[config.mk]
export PLATFORM = sky130hd
export DESIGN_NAME = tsu_capture_unit
export DESIGN_NICKNAME = d
export VERILOG_FILES = /design/src/shared/tsu_pkg.sv /design/src/rtl/tsu_capture_unit.sv
export SDC_FILE = /design/constraint.sdc
export NUM_CORES = 1
export LEC_CHECK = 0
export ABC_AREA = 0
export BUFFER_PORTS_ARGS = -buffer_cell sky130_fd_sc_hd__buf_2
export CORE_AREA = 10 10 114 167
export DETAILED_ROUTE_END_ITERATION = 8
export DIE_AREA = 0 0 124 177
export PLACE_DENSITY = 0.79
export RECOVER_POWER = 100
export SYNTH_ARGS = -nofsm -noshare
export SYNTH_HDL_FRONTEND = slang
export SYNTH_SLANG_ARGS = --single-unit
export TNS_END_PERCENT = 1
[constraint.sdc]
create_clock -name clk_i -period 4 [get_ports clk_i]
set_clock_uncertainty 0.1 [all_clocks]
set_input_delay 0.8 -clock clk_i [delete_from_list [all_inputs] [get_ports clk_i]]
set_output_delay 0.8 -clock clk_i [all_outputs]
set_load 0.005 [all_outputs]
[src/shared/tsu_pkg.sv]
// What this block does
// RULE_01 - Four-bit selector routes pin 0..11 to the unit; codes 12..15 select nothing.
// RULE_02 - Rising-edge enable makes low-to-high transitions count as events.
// RULE_03 - Falling-edge enable makes high-to-low transitions count as events.
// RULE_04 - Tail bit marks this unit as last of a cascade chain.
// RULE_05 - Four-bit field picks which unit supplies the upstream done input.
// RULE_06 - Software programs head unit with zero, followers with predecessor number.
// RULE_07 - Cascade-enable bit selects cascade or standalone operation.
// RULE_08 - First event nanoseconds bits 15..0 readable, 40 ns resolution.
// RULE_09 - First event nanoseconds bits 29..16 in low 14 bits; top bit reserved.
// RULE_10 - Bit 14 of nanoseconds high word holds edge polarity, one means rising.
// RULE_11 - First event seconds bits 15..0 readable.
// RULE_12 - First event seconds bits 31..16 readable in separate word.
// RULE_13 - Three-bit sub-slot code gives 8 ns slot of first event.
// RULE_14 - Configuration and capture fields reset to zero; reserved bits read zero.
// RULE_15 - Enable bit: setting clears event count, clearing clears ready and overflow.
// RULE_16 - Standalone unit counts up to 15 edges at rates up to 25 MHz.
// RULE_17 - All first-sample fields latch together on the first enabled edge.
package tsu_pkg;
	// Register indices; byte address is four times the index
	localparam logic [10:0] IDX_ENABLE = 11'h402;
	localparam logic [10:0] IDX_STATUS = 11'h420;
	localparam logic [10:0] IDX_CONFIG = 11'h422;
	localparam logic [10:0] IDX_NS_LOW = 11'h424;
	localparam logic [10:0] IDX_NS_HIGH = 11'h426;
	localparam logic [10:0] IDX_SEC_LOW = 11'h428;
	localparam logic [10:0] IDX_SEC_HIGH = 11'h42a;
	localparam logic [10:0] IDX_SUBSLOT = 11'h42c;
	localparam logic [10:0] IDX_IRQ_STATUS = 11'h430;
	localparam logic [10:0] IDX_IRQ_MASK = 11'h431;
	localparam int ADDR_W = 13;
	// Field positions
	localparam int CFG_CASCADE = 0;
	localparam int CFG_UP_LSB = 1;
	localparam int CFG_TAIL = 5;
	localparam int CFG_FALL = 6;
	localparam int CFG_RISE = 7;
	localparam int CFG_PIN_LSB = 8;
	localparam logic [15:0] CFG_WMASK = 16'h0fff;
	localparam int NSH_EDGE = 14;
	localparam int IRQ_CAPTURE = 0;
	localparam int IRQ_OVERFLOW = 1;
	// Sizes and limits
	localparam int PIN_COUNT = 12;
	localparam logic [3:0] PIN_LAST = 4'hb;
	localparam logic [3:0] COUNT_MAX = 4'hf;
	localparam logic [15:0] RESET_WORD = 16'h0000;
	localparam logic [1:0] RESP_OKAY = 2'h0;
	localparam logic [1:0] RESP_SLVERR = 2'h2;
	// Timing figures of the time base
	localparam int NS_RESOLUTION_NS = 40;
	localparam int SUBSLOT_NS = 8;
	localparam int SUBSLOT_COUNT = NS_RESOLUTION_NS / SUBSLOT_NS;

	// Time of day as delivered by the timing logic
	typedef struct packed {
		logic [31:0] sec;
		logic [29:0] ns;
		logic [2:0] sub;
	} tsu_time_type;

	// One first-sample record
	typedef struct packed {
		tsu_time_type at;
		logic rising;
	} tsu_capture_type;
endpackage

[src/rtl/tsu_capture_unit.sv]
// Added by the designer: the AXI4-Lite interface to the registers.
`timescale 1ns/1ps
module tsu_capture_unit
	import tsu_pkg::*;
(
	// Clock and reset
	input wire logic clk_i,
	input wire logic rst_i,
	// Pins, system time and upstream done
	input wire logic [PIN_COUNT-1:0] gpio_i,
	input wire tsu_time_type time_i,
	input wire logic [PIN_COUNT-1:0] upstream_done_i,
	// Chain and interrupt
	output logic done_o,
	output logic irq_o,
	// AXI4-Lite write address
	input wire logic awvalid_i,
	input wire logic [ADDR_W-1:0] awaddr_i,
	output logic awready_o,
	// AXI4-Lite write data
	input wire logic wvalid_i,
	input wire logic [31:0] wdata_i,
	input wire logic [3:0] wstrb_i,
	output logic wready_o,
	// AXI4-Lite write response
	output logic bvalid_o,
	output logic [1:0] bresp_o,
	input wire logic bready_i,
	// AXI4-Lite read address
	input wire logic arvalid_i,
	input wire logic [ADDR_W-1:0] araddr_i,
	output logic arready_o,
	// AXI4-Lite read data
	output logic rvalid_o,
	output logic [31:0] rdata_o,
	output logic [1:0] rresp_o,
	input wire logic rready_i
);
	logic [PIN_COUNT-1:0] sync1;
	logic [PIN_COUNT-1:0] sync2;
	logic [PIN_COUNT-1:0] sync3;
	logic [PIN_COUNT-1:0] level;
	logic [15:0] config_reg;
	logic unit_enable;
	logic [3:0] event_count;
	logic overflow;
	logic captured;
	tsu_capture_type first;
	logic [1:0] irq_status;
	logic [1:0] irq_mask;
	logic aw_held;
	logic w_held;
	logic [ADDR_W-1:0] aw_addr;
	logic [31:0] w_data;
	logic [3:0] w_strb;

	// Pin synchroniser; sync1 feeds only sync2
	always_ff @(posedge clk_i) begin
		if (rst_i) begin
			sync1 <= '0;
			sync2 <= '0;
			sync3 <= '0;
		end else begin
			sync1 <= gpio_i;
			sync2 <= sync1;
			sync3 <= sync2;
		end
	end

	// Filtered level per pin, moves only when two stages agree
	logic [PIN_COUNT-1:0] rise_pin;
	logic [PIN_COUNT-1:0] fall_pin;
	genvar g;
	generate
		for (g = 0; g < PIN_COUNT; g++) begin : pin_filter
			always_ff @(posedge clk_i) begin
				if (rst_i) begin
					level[g] <= 1'b0;
				end else if (sync2[g] == sync3[g]) begin
					level[g] <= sync3[g];
				end
			end
			assign rise_pin[g] = (sync2[g] == sync3[g]) && sync3[g] && !level[g];
			assign fall_pin[g] = (sync2[g] == sync3[g]) && !sync3[g] && level[g];
		end
	endgenerate

	// Pin selection; unused codes watch nothing
	logic [3:0] pin_sel;
	logic pin_valid;
	logic sel_rise;
	logic sel_fall;
	assign pin_sel = config_reg[CFG_PIN_LSB +: 4];
	assign pin_valid = pin_sel <= PIN_LAST; // RULE_01
	assign sel_rise = pin_valid && rise_pin[pin_sel[3:0] <= PIN_LAST ? pin_sel : 4'h0]; // RULE_01
	assign sel_fall = pin_valid && fall_pin[pin_sel[3:0] <= PIN_LAST ? pin_sel : 4'h0]; // RULE_01

	// Cascade gating: zero in the upstream field is the head and needs no done
	logic [3:0] up_sel;
	logic armed;
	assign up_sel = config_reg[CFG_UP_LSB +: 4];
	always_comb begin
		armed = 1'b1;
		if (config_reg[CFG_CASCADE]) begin // RULE_07
			if (up_sel != 4'h0 && up_sel <= PIN_LAST) begin // RULE_05 RULE_06
				armed = upstream_done_i[up_sel - 4'h1];
			end else if (up_sel > PIN_LAST) begin
				armed = 1'b0;
			end
		end
	end

	// An accepted event, one cycle per filtered edge
	logic take_rise;
	logic take_fall;
	logic event_hit;
	assign take_rise = config_reg[CFG_RISE] && sel_rise; // RULE_02
	assign take_fall = config_reg[CFG_FALL] && sel_fall; // RULE_03
	assign event_hit = unit_enable && armed && (take_rise || take_fall); // RULE_16

	// Bus write decode, done once both halves are held
	logic wr_fire;
	logic [10:0] wr_idx;
	logic wr_hit;
	logic [15:0] wr_word;
	assign wr_fire = aw_held && w_held && !bvalid_o;
	assign wr_idx = aw_addr[ADDR_W-1:2];
	assign wr_word = {w_strb[1] ? w_data[15:8] : 8'h00, w_strb[0] ? w_data[7:0] : 8'h00};
	always_comb begin
		if (wr_idx == IDX_ENABLE || wr_idx == IDX_CONFIG) begin
			wr_hit = 1'b1;
		end else if (wr_idx == IDX_IRQ_STATUS || wr_idx == IDX_IRQ_MASK) begin
			wr_hit = 1'b1;
		end else if (wr_idx == IDX_STATUS || wr_idx == IDX_NS_LOW || wr_idx == IDX_NS_HIGH) begin
			wr_hit = 1'b1;
		end else if (wr_idx == IDX_SEC_LOW || wr_idx == IDX_SEC_HIGH || wr_idx == IDX_SUBSLOT) begin
			wr_hit = 1'b1;
		end else begin
			wr_hit = 1'b0;
		end
	end
	logic en_write;
	assign en_write = wr_fire && wr_idx == IDX_ENABLE && w_strb[0];

	// Configuration register; reserved bits never stored
	always_ff @(posedge clk_i) begin
		if (rst_i) begin
			config_reg <= RESET_WORD; // RULE_14
		end else if (wr_fire && wr_idx == IDX_CONFIG) begin
			config_reg <= (config_reg & ~({{8{w_strb[1]}}, {8{w_strb[0]}}})) |
				(wr_word & CFG_WMASK); // RULE_14
		end
	end

	// Unit enable, count, overflow; re-enabling restarts the count so the next edge is first again
	always_ff @(posedge clk_i) begin
		if (rst_i) begin
			unit_enable <= 1'b0;
			event_count <= 4'h0;
			overflow <= 1'b0;
			captured <= 1'b0;
		end else if (en_write) begin
			unit_enable <= wr_word[0];
			if (wr_word[0]) begin
				event_count <= 4'h0; // RULE_15
			end else begin
				overflow <= 1'b0; // RULE_15
				captured <= 1'b0; // RULE_15
			end
		end else if (event_hit) begin
			captured <= 1'b1;
			if (event_count == COUNT_MAX) begin
				overflow <= 1'b1; // RULE_16
			end else begin
				event_count <= event_count + 4'h1; // RULE_16
			end
		end
	end

	// First sample: every field from the same cycle
	always_ff @(posedge clk_i) begin
		if (rst_i) begin
			first <= '0; // RULE_14
		end else if (event_hit && event_count == 4'h0) begin
			first.at <= time_i; // RULE_17 RULE_13
			first.rising <= take_rise; // RULE_10
		end
	end

	// Done towards the next unit; a tail has nobody downstream
	always_ff @(posedge clk_i) begin
		if (rst_i) begin
			done_o <= 1'b0;
		end else begin
			done_o <= config_reg[CFG_CASCADE] && !config_reg[CFG_TAIL] && captured; // RULE_04
		end
	end

	// Sticky interrupt bits; a new event beats a write-one-to-clear
	logic [1:0] irq_set;
	logic [1:0] irq_clr;
	logic [1:0] next_irq_mask;
	assign irq_set = {event_hit && event_count == COUNT_MAX, event_hit && event_count == 4'h0};
	assign irq_clr = (wr_fire && wr_idx == IDX_IRQ_STATUS && w_strb[0]) ? wr_word[1:0] : 2'h0;
	// Mask seen by the output is the one stored this edge, so a mask change never lags a cycle
	assign next_irq_mask = (wr_fire && wr_idx == IDX_IRQ_MASK && w_strb[0]) ? wr_word[1:0] : irq_mask;
	always_ff @(posedge clk_i) begin
		if (rst_i) begin
			irq_status <= 2'h0;
			irq_mask <= 2'h0;
			irq_o <= 1'b0;
		end else begin
			irq_status <= (irq_status & ~irq_clr) | irq_set;
			irq_mask <= next_irq_mask;
			irq_o <= |(((irq_status & ~irq_clr) | irq_set) & next_irq_mask);
		end
	end

	// Write channel: address and data taken in either order, one write at a time
	always_ff @(posedge clk_i) begin
		if (rst_i) begin
			aw_held <= 1'b0;
			w_held <= 1'b0;
			aw_addr <= '0;
			w_data <= '0;
			w_strb <= 4'h0;
			awready_o <= 1'b0;
			wready_o <= 1'b0;
			bvalid_o <= 1'b0;
			bresp_o <= RESP_OKAY;
		end else begin
			awready_o <= !aw_held && !(awvalid_i && awready_o) && !bvalid_o;
			wready_o <= !w_held && !(wvalid_i && wready_o) && !bvalid_o;
			if (awvalid_i && awready_o) begin
				aw_held <= 1'b1;
				aw_addr <= awaddr_i;
			end
			if (wvalid_i && wready_o) begin
				w_held <= 1'b1;
				w_data <= wdata_i;
				w_strb <= wstrb_i;
			end
			if (wr_fire) begin
				bvalid_o <= 1'b1;
				bresp_o <= wr_hit ? RESP_OKAY : RESP_SLVERR;
				aw_held <= 1'b0;
				w_held <= 1'b0;
			end else if (bvalid_o && bready_i) begin
				bvalid_o <= 1'b0;
			end
		end
	end

	// Read data mux; reserved bits come back as zero
	logic [10:0] rd_idx;
	logic [31:0] next_rdata;
	logic rd_hit;
	assign rd_idx = araddr_i[ADDR_W-1:2];
	always_comb begin
		next_rdata = 32'h0000_0000;
		rd_hit = 1'b1;
		if (rd_idx == IDX_ENABLE) begin
			next_rdata[0] = unit_enable;
		end else if (rd_idx == IDX_STATUS) begin
			next_rdata[4:0] = {event_count, overflow};
		end else if (rd_idx == IDX_CONFIG) begin
			next_rdata[15:0] = config_reg;
		end else if (rd_idx == IDX_NS_LOW) begin
			next_rdata[15:0] = first.at.ns[15:0]; // RULE_08
		end else if (rd_idx == IDX_NS_HIGH) begin
			next_rdata[NSH_EDGE] = first.rising; // RULE_10
			next_rdata[13:0] = first.at.ns[29:16]; // RULE_09
		end else if (rd_idx == IDX_SEC_LOW) begin
			next_rdata[15:0] = first.at.sec[15:0]; // RULE_11
		end else if (rd_idx == IDX_SEC_HIGH) begin
			next_rdata[15:0] = first.at.sec[31:16]; // RULE_12
		end else if (rd_idx == IDX_SUBSLOT) begin
			next_rdata[2:0] = first.at.sub; // RULE_13
		end else if (rd_idx == IDX_IRQ_STATUS) begin
			next_rdata[1:0] = irq_status;
		end else if (rd_idx == IDX_IRQ_MASK) begin
			next_rdata[1:0] = irq_mask;
		end else begin
			rd_hit = 1'b0;
		end
	end

	// Read channel: answer one cycle after the address is taken
	always_ff @(posedge clk_i) begin
		if (rst_i) begin
			arready_o <= 1'b0;
			rvalid_o <= 1'b0;
			rdata_o <= 32'h0000_0000;
			rresp_o <= RESP_OKAY;
		end else begin
			arready_o <= !rvalid_o && !(arvalid_i && arready_o);
			if (arvalid_i && arready_o) begin
				rvalid_o <= 1'b1;
				rdata_o <= next_rdata;
				rresp_o <= rd_hit ? RESP_OKAY : RESP_SLVERR;
			end else if (rvalid_o && rready_i) begin
				rvalid_o <= 1'b0;
			end
		end
	end

	// Checks
	first_latch_a: assert property (@(posedge clk_i) disable iff (rst_i) // RULE_17
		event_hit && event_count == 4'h0 |=> first.at == $past(time_i) && first.rising == $past(take_rise))
		else $error("first sample not latched as one record");
	first_hold_a: assert property (@(posedge clk_i) disable iff (rst_i) // RULE_17
		event_count != 4'h0 && !en_write |=> $stable(first))
		else $error("first sample changed after first event");
	bad_pin_a: assert property (@(posedge clk_i) disable iff (rst_i) // RULE_01
		pin_sel > PIN_LAST |-> !event_hit)
		else $error("event taken with unused pin code");
	edge_gate_a: assert property (@(posedge clk_i) disable iff (rst_i) // RULE_02
		event_hit |-> (config_reg[CFG_RISE] && sel_rise) || (config_reg[CFG_FALL] && sel_fall))
		else $error("event taken without matching enabled edge");
	count_sat_a: assert property (@(posedge clk_i) disable iff (rst_i) // RULE_16
		event_hit && event_count == COUNT_MAX && !en_write |=> event_count == COUNT_MAX && overflow)
		else $error("count did not saturate with overflow");
	enable_clear_a: assert property (@(posedge clk_i) disable iff (rst_i) // RULE_15
		en_write && !wr_word[0] |=> !overflow && !captured ##1 !done_o)
		else $error("disable did not clear ready and overflow");
	reserved_zero_a: assert property (@(posedge clk_i) disable iff (rst_i) // RULE_14
		config_reg[15:12] == 4'h0 && (!rvalid_o || rdata_o[31:16] == 16'h0000))
		else $error("reserved configuration bits set");
	irq_level_a: assert property (@(posedge clk_i) disable iff (rst_i)
		irq_o == |(irq_status & irq_mask))
		else $error("interrupt low with unmasked status");
	write_resp_a: assert property (@(posedge clk_i) disable iff (rst_i)
		wr_fire |=> bvalid_o && bresp_o == (($past(wr_hit)) ? RESP_OKAY : RESP_SLVERR))
		else $error("write response missing or wrong");
	tail_done_a: assert property (@(posedge clk_i) disable iff (rst_i) // RULE_04
		config_reg[CFG_TAIL] && $past(config_reg[CFG_TAIL]) |-> !done_o)
		else $error("tail unit raised done");
endmodule

# == Word-level counts from Yosys, hierarchy flattened ==
# Cells that the tools add are included.
# op_classes
n_mux,59
bitwise_logic,7
n_lt_le_gt_ge,5
eq_ne,36
n_reduce_logical,128
n_addsub,2
# op_table
operator,n
$eq A11 B11 Y1 const B,20
$logic_and A1 B1 Y1,78
$mux W16,3
$mux W1,33
$logic_not A1 Y1,32
$mux W15,2
$mux W4,6
$and A16 B16 Y16,1
$not A16 Y16,1
$or A16 B12 Y16,1
$mux W2,7
$mux W13,1
$bmux W1 S4,3
$eq A1 B1 Y1,12
$mux W11,1
$lt A4 B5 Y1 const B,2
$le A4 B4 Y1 const B,2
$mux W8,1
$reduce_bool A2 Y1,4
$logic_or A1 B1 Y1,7
$ne A2 B2 Y1 const B,3
$reduce_and A3 Y1,2
$mux W5,1
$add A4 B1 Y4 const B,1
other kinds (11),13
# word_totals
elab_cells,278
inputBits,158
regBits,197
out_inout_bits,43

# == Logic depth before layout (Yosys ltp) ==
# Gate-level depths: netlist of run 1.
# logic_depth
depth_word,13
ltp_mapped,12
ltp_nobuf,9

# == Least setup slack after synthesis of run 1 ==
# OpenSTA, ideal clock, no wires.
# synth_path
kind,flip-flop to flip-flop
from,register with a tool-made name
to,register first[59] (netlist name)
path_slack_ns,1.053
arrival_ns,2.720
setup_time_ns,0.128
n_path_buf,3
required_time_ns,3.772
period_less_slack_ns,2.947
stages_incl_launch_ff,13
path_cell_list,dfxtp_1 > buf_4 > inv_1 > ha_1 > mux4_2 > nor2_1 > o21a_1 > o41a_1 > a2111oi_4 > buf_4 > buf_6 > mux2i_1 > nor2_1
# synth_rtl
element,line,source
end: declaration,tsu_capture_unit.sv:48,tsu_capture_type first;

==> results.toml, run 1 <==
[clock_network]
worstSkewPairLatency_ns = 0.44
cts_num_sinks = 193
cts_max_path_buffers = 2
clk_pin_slew_ns = 0.07
clockRootBuffer = "clkbuf_16"
numCtsBuffers = 17
cts_tree = "done"
post-cts-setup-buffers = 0
h-tree-depth = 4
cts_resized = 0
hold_buffers = 0

[setup_path]
arrival_ns = 3.71
path_delay_family = "buffers and inverters"
cp.required_ns = 4.21
crit_slowest_cell = "clkbuf_2"
path_cells = "clkbuf_2 > clkbuf_2 > or2_2 > o21ai_0"
cpMostUsedCell = "clkbuf_2"
critical_path_buf_inv_count = 2
worst_path_largest_cell_delay_ns = 1.36
endpoint_kind = "register"
worst-path-max-fanout = 84
crit_start = "rst_i"
crit_type = "in2reg"
cp-start-kind = "primary input"

[yosys]
yosysWarnings = 0
synth.most_common_cell = "dfxtp_1"
ys_seq_area_frac = 0.457
synthFlopType = "dfxtp_1"
synth_seq_cells = 193
ys_top_cells_by_area = "dfxtp_1, mux2i_1, nor2_1, nand2_1, ha_1"
netlist_area_um2 = 8450
synth_commonest_cells = "dfxtp_1, nor2_1, mux2i_1, nand2_1, a21oi_1"
synth.avg_cell_area_um2 = 8.93
synth-async-reset-ratio = 0
synth_top_area_share = 0.457
syn_inst = 946
yosysTopAreaCell = "dfxtp_1"
synth-edff-count = 0
ys_types = 64

[status]
status = "finished with violations"
violations = "max-capacitance violations, max-slew violations"

[finish]
top_regs = "first (66), rdata_o (16)"
syn_to_final_growth_pct = 16.5
largest_reg_flops = 66
largest-register = "first"
drive_above_1_share = 0.169
layout.nets = 1266

[global_routing]
grt_pass1_vias = 6932
grt_antenna_before_repair = 1
grt_start_max_net_pins = 85
grtUsageTotal = 0.189
grt_pass1_wl_um = 33500
grt_remaining_overflow = 0

[place]
gp_congestion = 0.869
preCtsSetupSlack_ns = 0.601
dp_hpwl_um = 15400
portBuffers = 156

[sta]
drv_slew = 85
worstMarginPinSlew_ns = 1.67
worst_slack_ns = 0.495
slew_headroom = -0.114
hold_viol = 0
period_share = 0.876
rsz0062_at_grt = "false"
fin_crit_ns = 3.50
setup_viol = 0
setup_tns_ns = 0
clock.fmax_mhz = 285

[pwr]
power_density_nw_per_um2 = 396
vdd_drop_max_mv = 0.260
p_leak_nw = 3.81
totalPowerFinal_mw = 3.90

[min_path]
min_from = "sync1[6]"
hold_class = "reg2reg"

[detailed_routing]
vias = 6987
routed_wl_um = 20800
viasPerCell = 5.37
ant_nets = 0
firstDrtPassIters = 5
wire_per_inst_um = 16.0
drc_errors = 0
drtIter0Drc = 525

[die]
start_util = 0.526
core_area_um2 = 16000
die_h_um = 177
die_area_um2 = 21900
row_count = 57
pin_count = 201
die_w_um = 124

[job]
maxCapViolations = 1
## per-stage QoR
| stage | std cells | utilization | cell area (um^2) | hold WS (ns) |
|---|---|---|---|---|
| after detailed placement | 1268 | 0.579 | 9300 | 0.324 |
| final | 1301 | 0.613 | 9840 | 0.336 |
| after global routing | 1301 | 0.613 | 9840 | 0.359 |
| after floorplan | 963 | - | 8510 | 0.311 |
| after global placement | 1268 | 0.579 | 9300 | 0.321 |
| after CTS | 1300 | 0.617 | 9890 | 0.340 |
## kinds of logic (layout without fill, tap and decap cells)
kind of cell               count (synthesis)  in the layout  synth area share
muxes                                    107            107             0.130
other                                      1             19          0.000444
AOI/OAI and AO/OA                        150            150             0.118
buffers and inverters                    110            241            0.0606
DFF                                      193            193             0.457
xor gates and xnor gates                   1              1           0.00104
adders and majority gates                 27             27            0.0400
and+or+nand+nor                          357            357             0.193
## power breakdown
group / total (mW) / leakage (nW) / internal, mW / switching, mW
registers: 1.98 / 1.57 / 1.96 / 0.0227
logic: 0.217 / 1.95 / 0.0948 / 0.122
clock network: 1.70 / 0.297 / 0.973 / 0.726
## layer usage
metal / vias up / wire length (um) / GRT usage
met2: 239 / 10200 / 0.312
li1: 3485 / - / -
met5: - / 0 / 0
met3: 30 / 1450 / 0.0466
met1: 3233 / 8560 / 0.223
met4: 0 / 599 / 0.0876
## path summary, 6_finish.rpt
| kind | cells after the start | slack, ns | to |
|---|---|---|---|
| worst max-delay path | 4 | 0.50 | rdata_o[6] |
| worst min-delay path | 1 | 0.34 | sync2[6] |
| worst min register to register | 1 | 0.34 | sync2[6] |
| worst max register to register | 10 | 0.53 | first[45] |
## cell type report
cell class	count	area [um^2]
Sequential cell	193	3860
Clock inverter	12	131
Multi-Input combinational cell	660	4130
Timing Repair Buffer	165	822
Fill cell	1452	6200
Antenna cell	1	2.50
Clock buffer	20	467
Inverter	44	165
Tap cell	206	258
## cells in the final DEF (no fill, tap or decap), types with 5 or more instances in the layout
cell type and n:
nand2_1 105, nor2b_1 28, a211oi_1 13, nand3_1 9
nor4_1 8, or3_1 10, nor2_1 134, dfxtp_1 193
o21ai_0 18, a221oi_1 12, o22ai_1 10, clkbuf_1 25
nor3_1 18, inv_1 44, clkbuf_16 17, and2_1 5
mux2i_1 105, ha_1 27, nand4_1 7, buf_4 5
conb_1 18, nand2b_1 9, a21oi_1 60, buf_2 132
## worst register-to-register path, stage by stage, from the launching register on
cell       delay [ns]
dfxtp_1          0.48
inv_1            0.16
ha_1             0.39
mux4_2           0.26
nor2_1           0.05
o21a_1           0.17
o41a_1           0.51
a2111oi_4        0.36
buf_12           0.43
mux2i_1          0.33
nor2_1           0.06
Power figures use the tool's default switching activity.
==> run 2, diff against run 1 <==
- REMOVE_ABC_BUFFERS: unset -> 1
==> run 2 against run 1 <==
  * The flow still finishes with violations (max-capacitance violations, max-slew violations)
  * Die area stayed put
  * Wire length is 0.57% lower
  * Hold slack worse by 0.0038 ns
  * Sequential power hardly changed
  * Register-to-register slack worse by 0.02 ns
  * Critical path depth is 6 higher
  * Clock power is 8% higher
  * Global-route usage is 0.14 points lower
  * Flip-flop and latch count stayed put
  * Maximum frequency is 0.53% higher
  * Utilization is 0.34 points higher
  * Final area is 0.56% higher
  * Largest cell class unchanged
  * Highest routed layer unchanged
==> results.toml, run 2 (synthesis results as in run 1) <==
[pwr]
vdd_drop_max_mv = 0.293
totalPowerFinal_mw = 4.03
p_leak_nw = 3.82
power_density_nw_per_um2 = 407

[setup_path]
endpoint_kind = "register"
crit_slowest_cell = "o41a_1"
worst_path_largest_cell_delay_ns = 0.50
reg2reg_depth = 10
crit_type = "reg2reg"
cpMostUsedCell = "nor2_1"
cp-start-kind = "register"
worst-path-max-fanout = 68
path_cells = "inv_1 > ha_1 > mux4_2 > nor2_1 > o21a_1 > o41a_1 > a2111oi_4 > buf_12 > mux2i_1 > nor2_1"
arrival_ns = 3.60
cp.required_ns = 4.12

[clock_network]
numCtsBuffers = 17
h-tree-depth = 4
clockRootBuffer = "clkbuf_16"
cts_tree = "done"
cts_resized = 0
cts_num_sinks = 193
clk_pin_slew_ns = 0.07
cts_max_path_buffers = 2
hold_buffers = 0
worstSkewPairLatency_ns = 0.43
post-cts-setup-buffers = 0

[finish]
post-route-util = 0.617
mostFrequentLayoutCells = "dfxtp_1, nor2_1, buf_2"
syn_to_final_growth_pct = 17.2
final_common_cell = "dfxtp_1"
top_regs = "first (66), rdata_o (16)"
diodes = 0
num-fill-cells = 1419
largest_reg_flops = 66
largest-register = "first"
stdcell_area_um2 = 9900
layout.nets = 1267
drive_above_1_share = 0.169

[die]
pin_count = 201
die_w_um = 124
die_area_um2 = 21900
start_util = 0.526
row_count = 57
die_h_um = 177
core_area_um2 = 16000

[detailed_routing]
viasPerCell = 5.32
firstDrtPassIters = 5
vias = 6922
routed_wl_um = 20700
drtIter0Drc = 368
ant_nets = 0
wire_per_inst_um = 15.9
drc_errors = 0

[place]
dp_hpwl_um = 15400
portBuffers = 156
place_area_um2 = 9300
gp_congestion = 0.823

[sta]
period_share = 0.872
hold_viol = 0
worstMarginPinSlew_ns = 2.23
hold_ws_ns = 0.332
slew_headroom = -0.490
clock.fmax_mhz = 287
rsz0062_at_grt = "false"
fin_crit_ns = 3.49
setup_tns_ns = 0
setup_viol = 0
drv_slew = 95

[global_routing]
grtUsageMet1 = 0.215
grt_start_max_net_pins = 69
grt_antenna_before_repair = 0
gr-max-usage-layer = "met2"
grt_remaining_overflow = 0
grt_util_met3 = 0.0418
grt_pass1_wl_um = 33300
grt_use_met2 = 0.327
grt_pass1_vias = 6946
grtUsageTotal = 0.187

[min_path]
hold_class = "reg2reg"
hold_depth = 2

[job]
maxCapViolations = 2

[status]
violations = "max-capacitance violations, max-slew violations"
status = "finished with violations"
-- run 2: worst max-delay path, delay by kind of cell (launching register included) --
kind	cells	cell delay (ns)
AOI/OAI and AO/OA	3	1.02
buffers and inverters	2	0.57
adders and majority gates	1	0.39
DFF	1	0.48
and+or+nand+nor	2	0.11
muxes	2	0.54
-- run 2: cell type report --
cell class	instances	area, um^2	area share
Sequential cell	193	3860	0.390
Clock buffer	20	467	0.0471
Multi-Input combinational cell	660	4130	0.418
Clock inverter	12	179	0.0181
Timing Repair Buffer	166	832	0.0841
Inverter	44	165	0.0167
Tap cell	206	258	0.0260
-- run 2: worst paths after layout --
path             from         to  slack [ns]
max          register  first[12]        0.51
min reg2reg  captured     done_o        0.33
max reg2reg  register  first[12]        0.51
min          captured     done_o        0.33
-- run 2: per-stage QoR --
| stage | worst slack, ns | std cells |
|---|---|---|
| after global placement | 0.682 | 1269 |
| after detailed placement | 0.641 | 1269 |
| after CTS | 0.564 | 1301 |
| after floorplan | -1.62 | 897 |
| final | 0.514 | 1301 |
| after global routing | 0.260 | 1301 |
-- run 2: layer usage --
metal	up-vias	part of all wire
met5	-	0
li1	3487	-
met1	3191	0.41
met2	210	0.51
met4	0	0.019
met3	34	0.055
-- run 2: where the power goes --
group | internal (mW) | switching (mW) | leakage [nW] | total (mW)
clock | 1.10 | 0.733 | 0.309 | 1.83
combinational | 0.0957 | 0.124 | 1.95 | 0.220
sequential | 1.96 | 0.0224 | 1.57 | 1.98
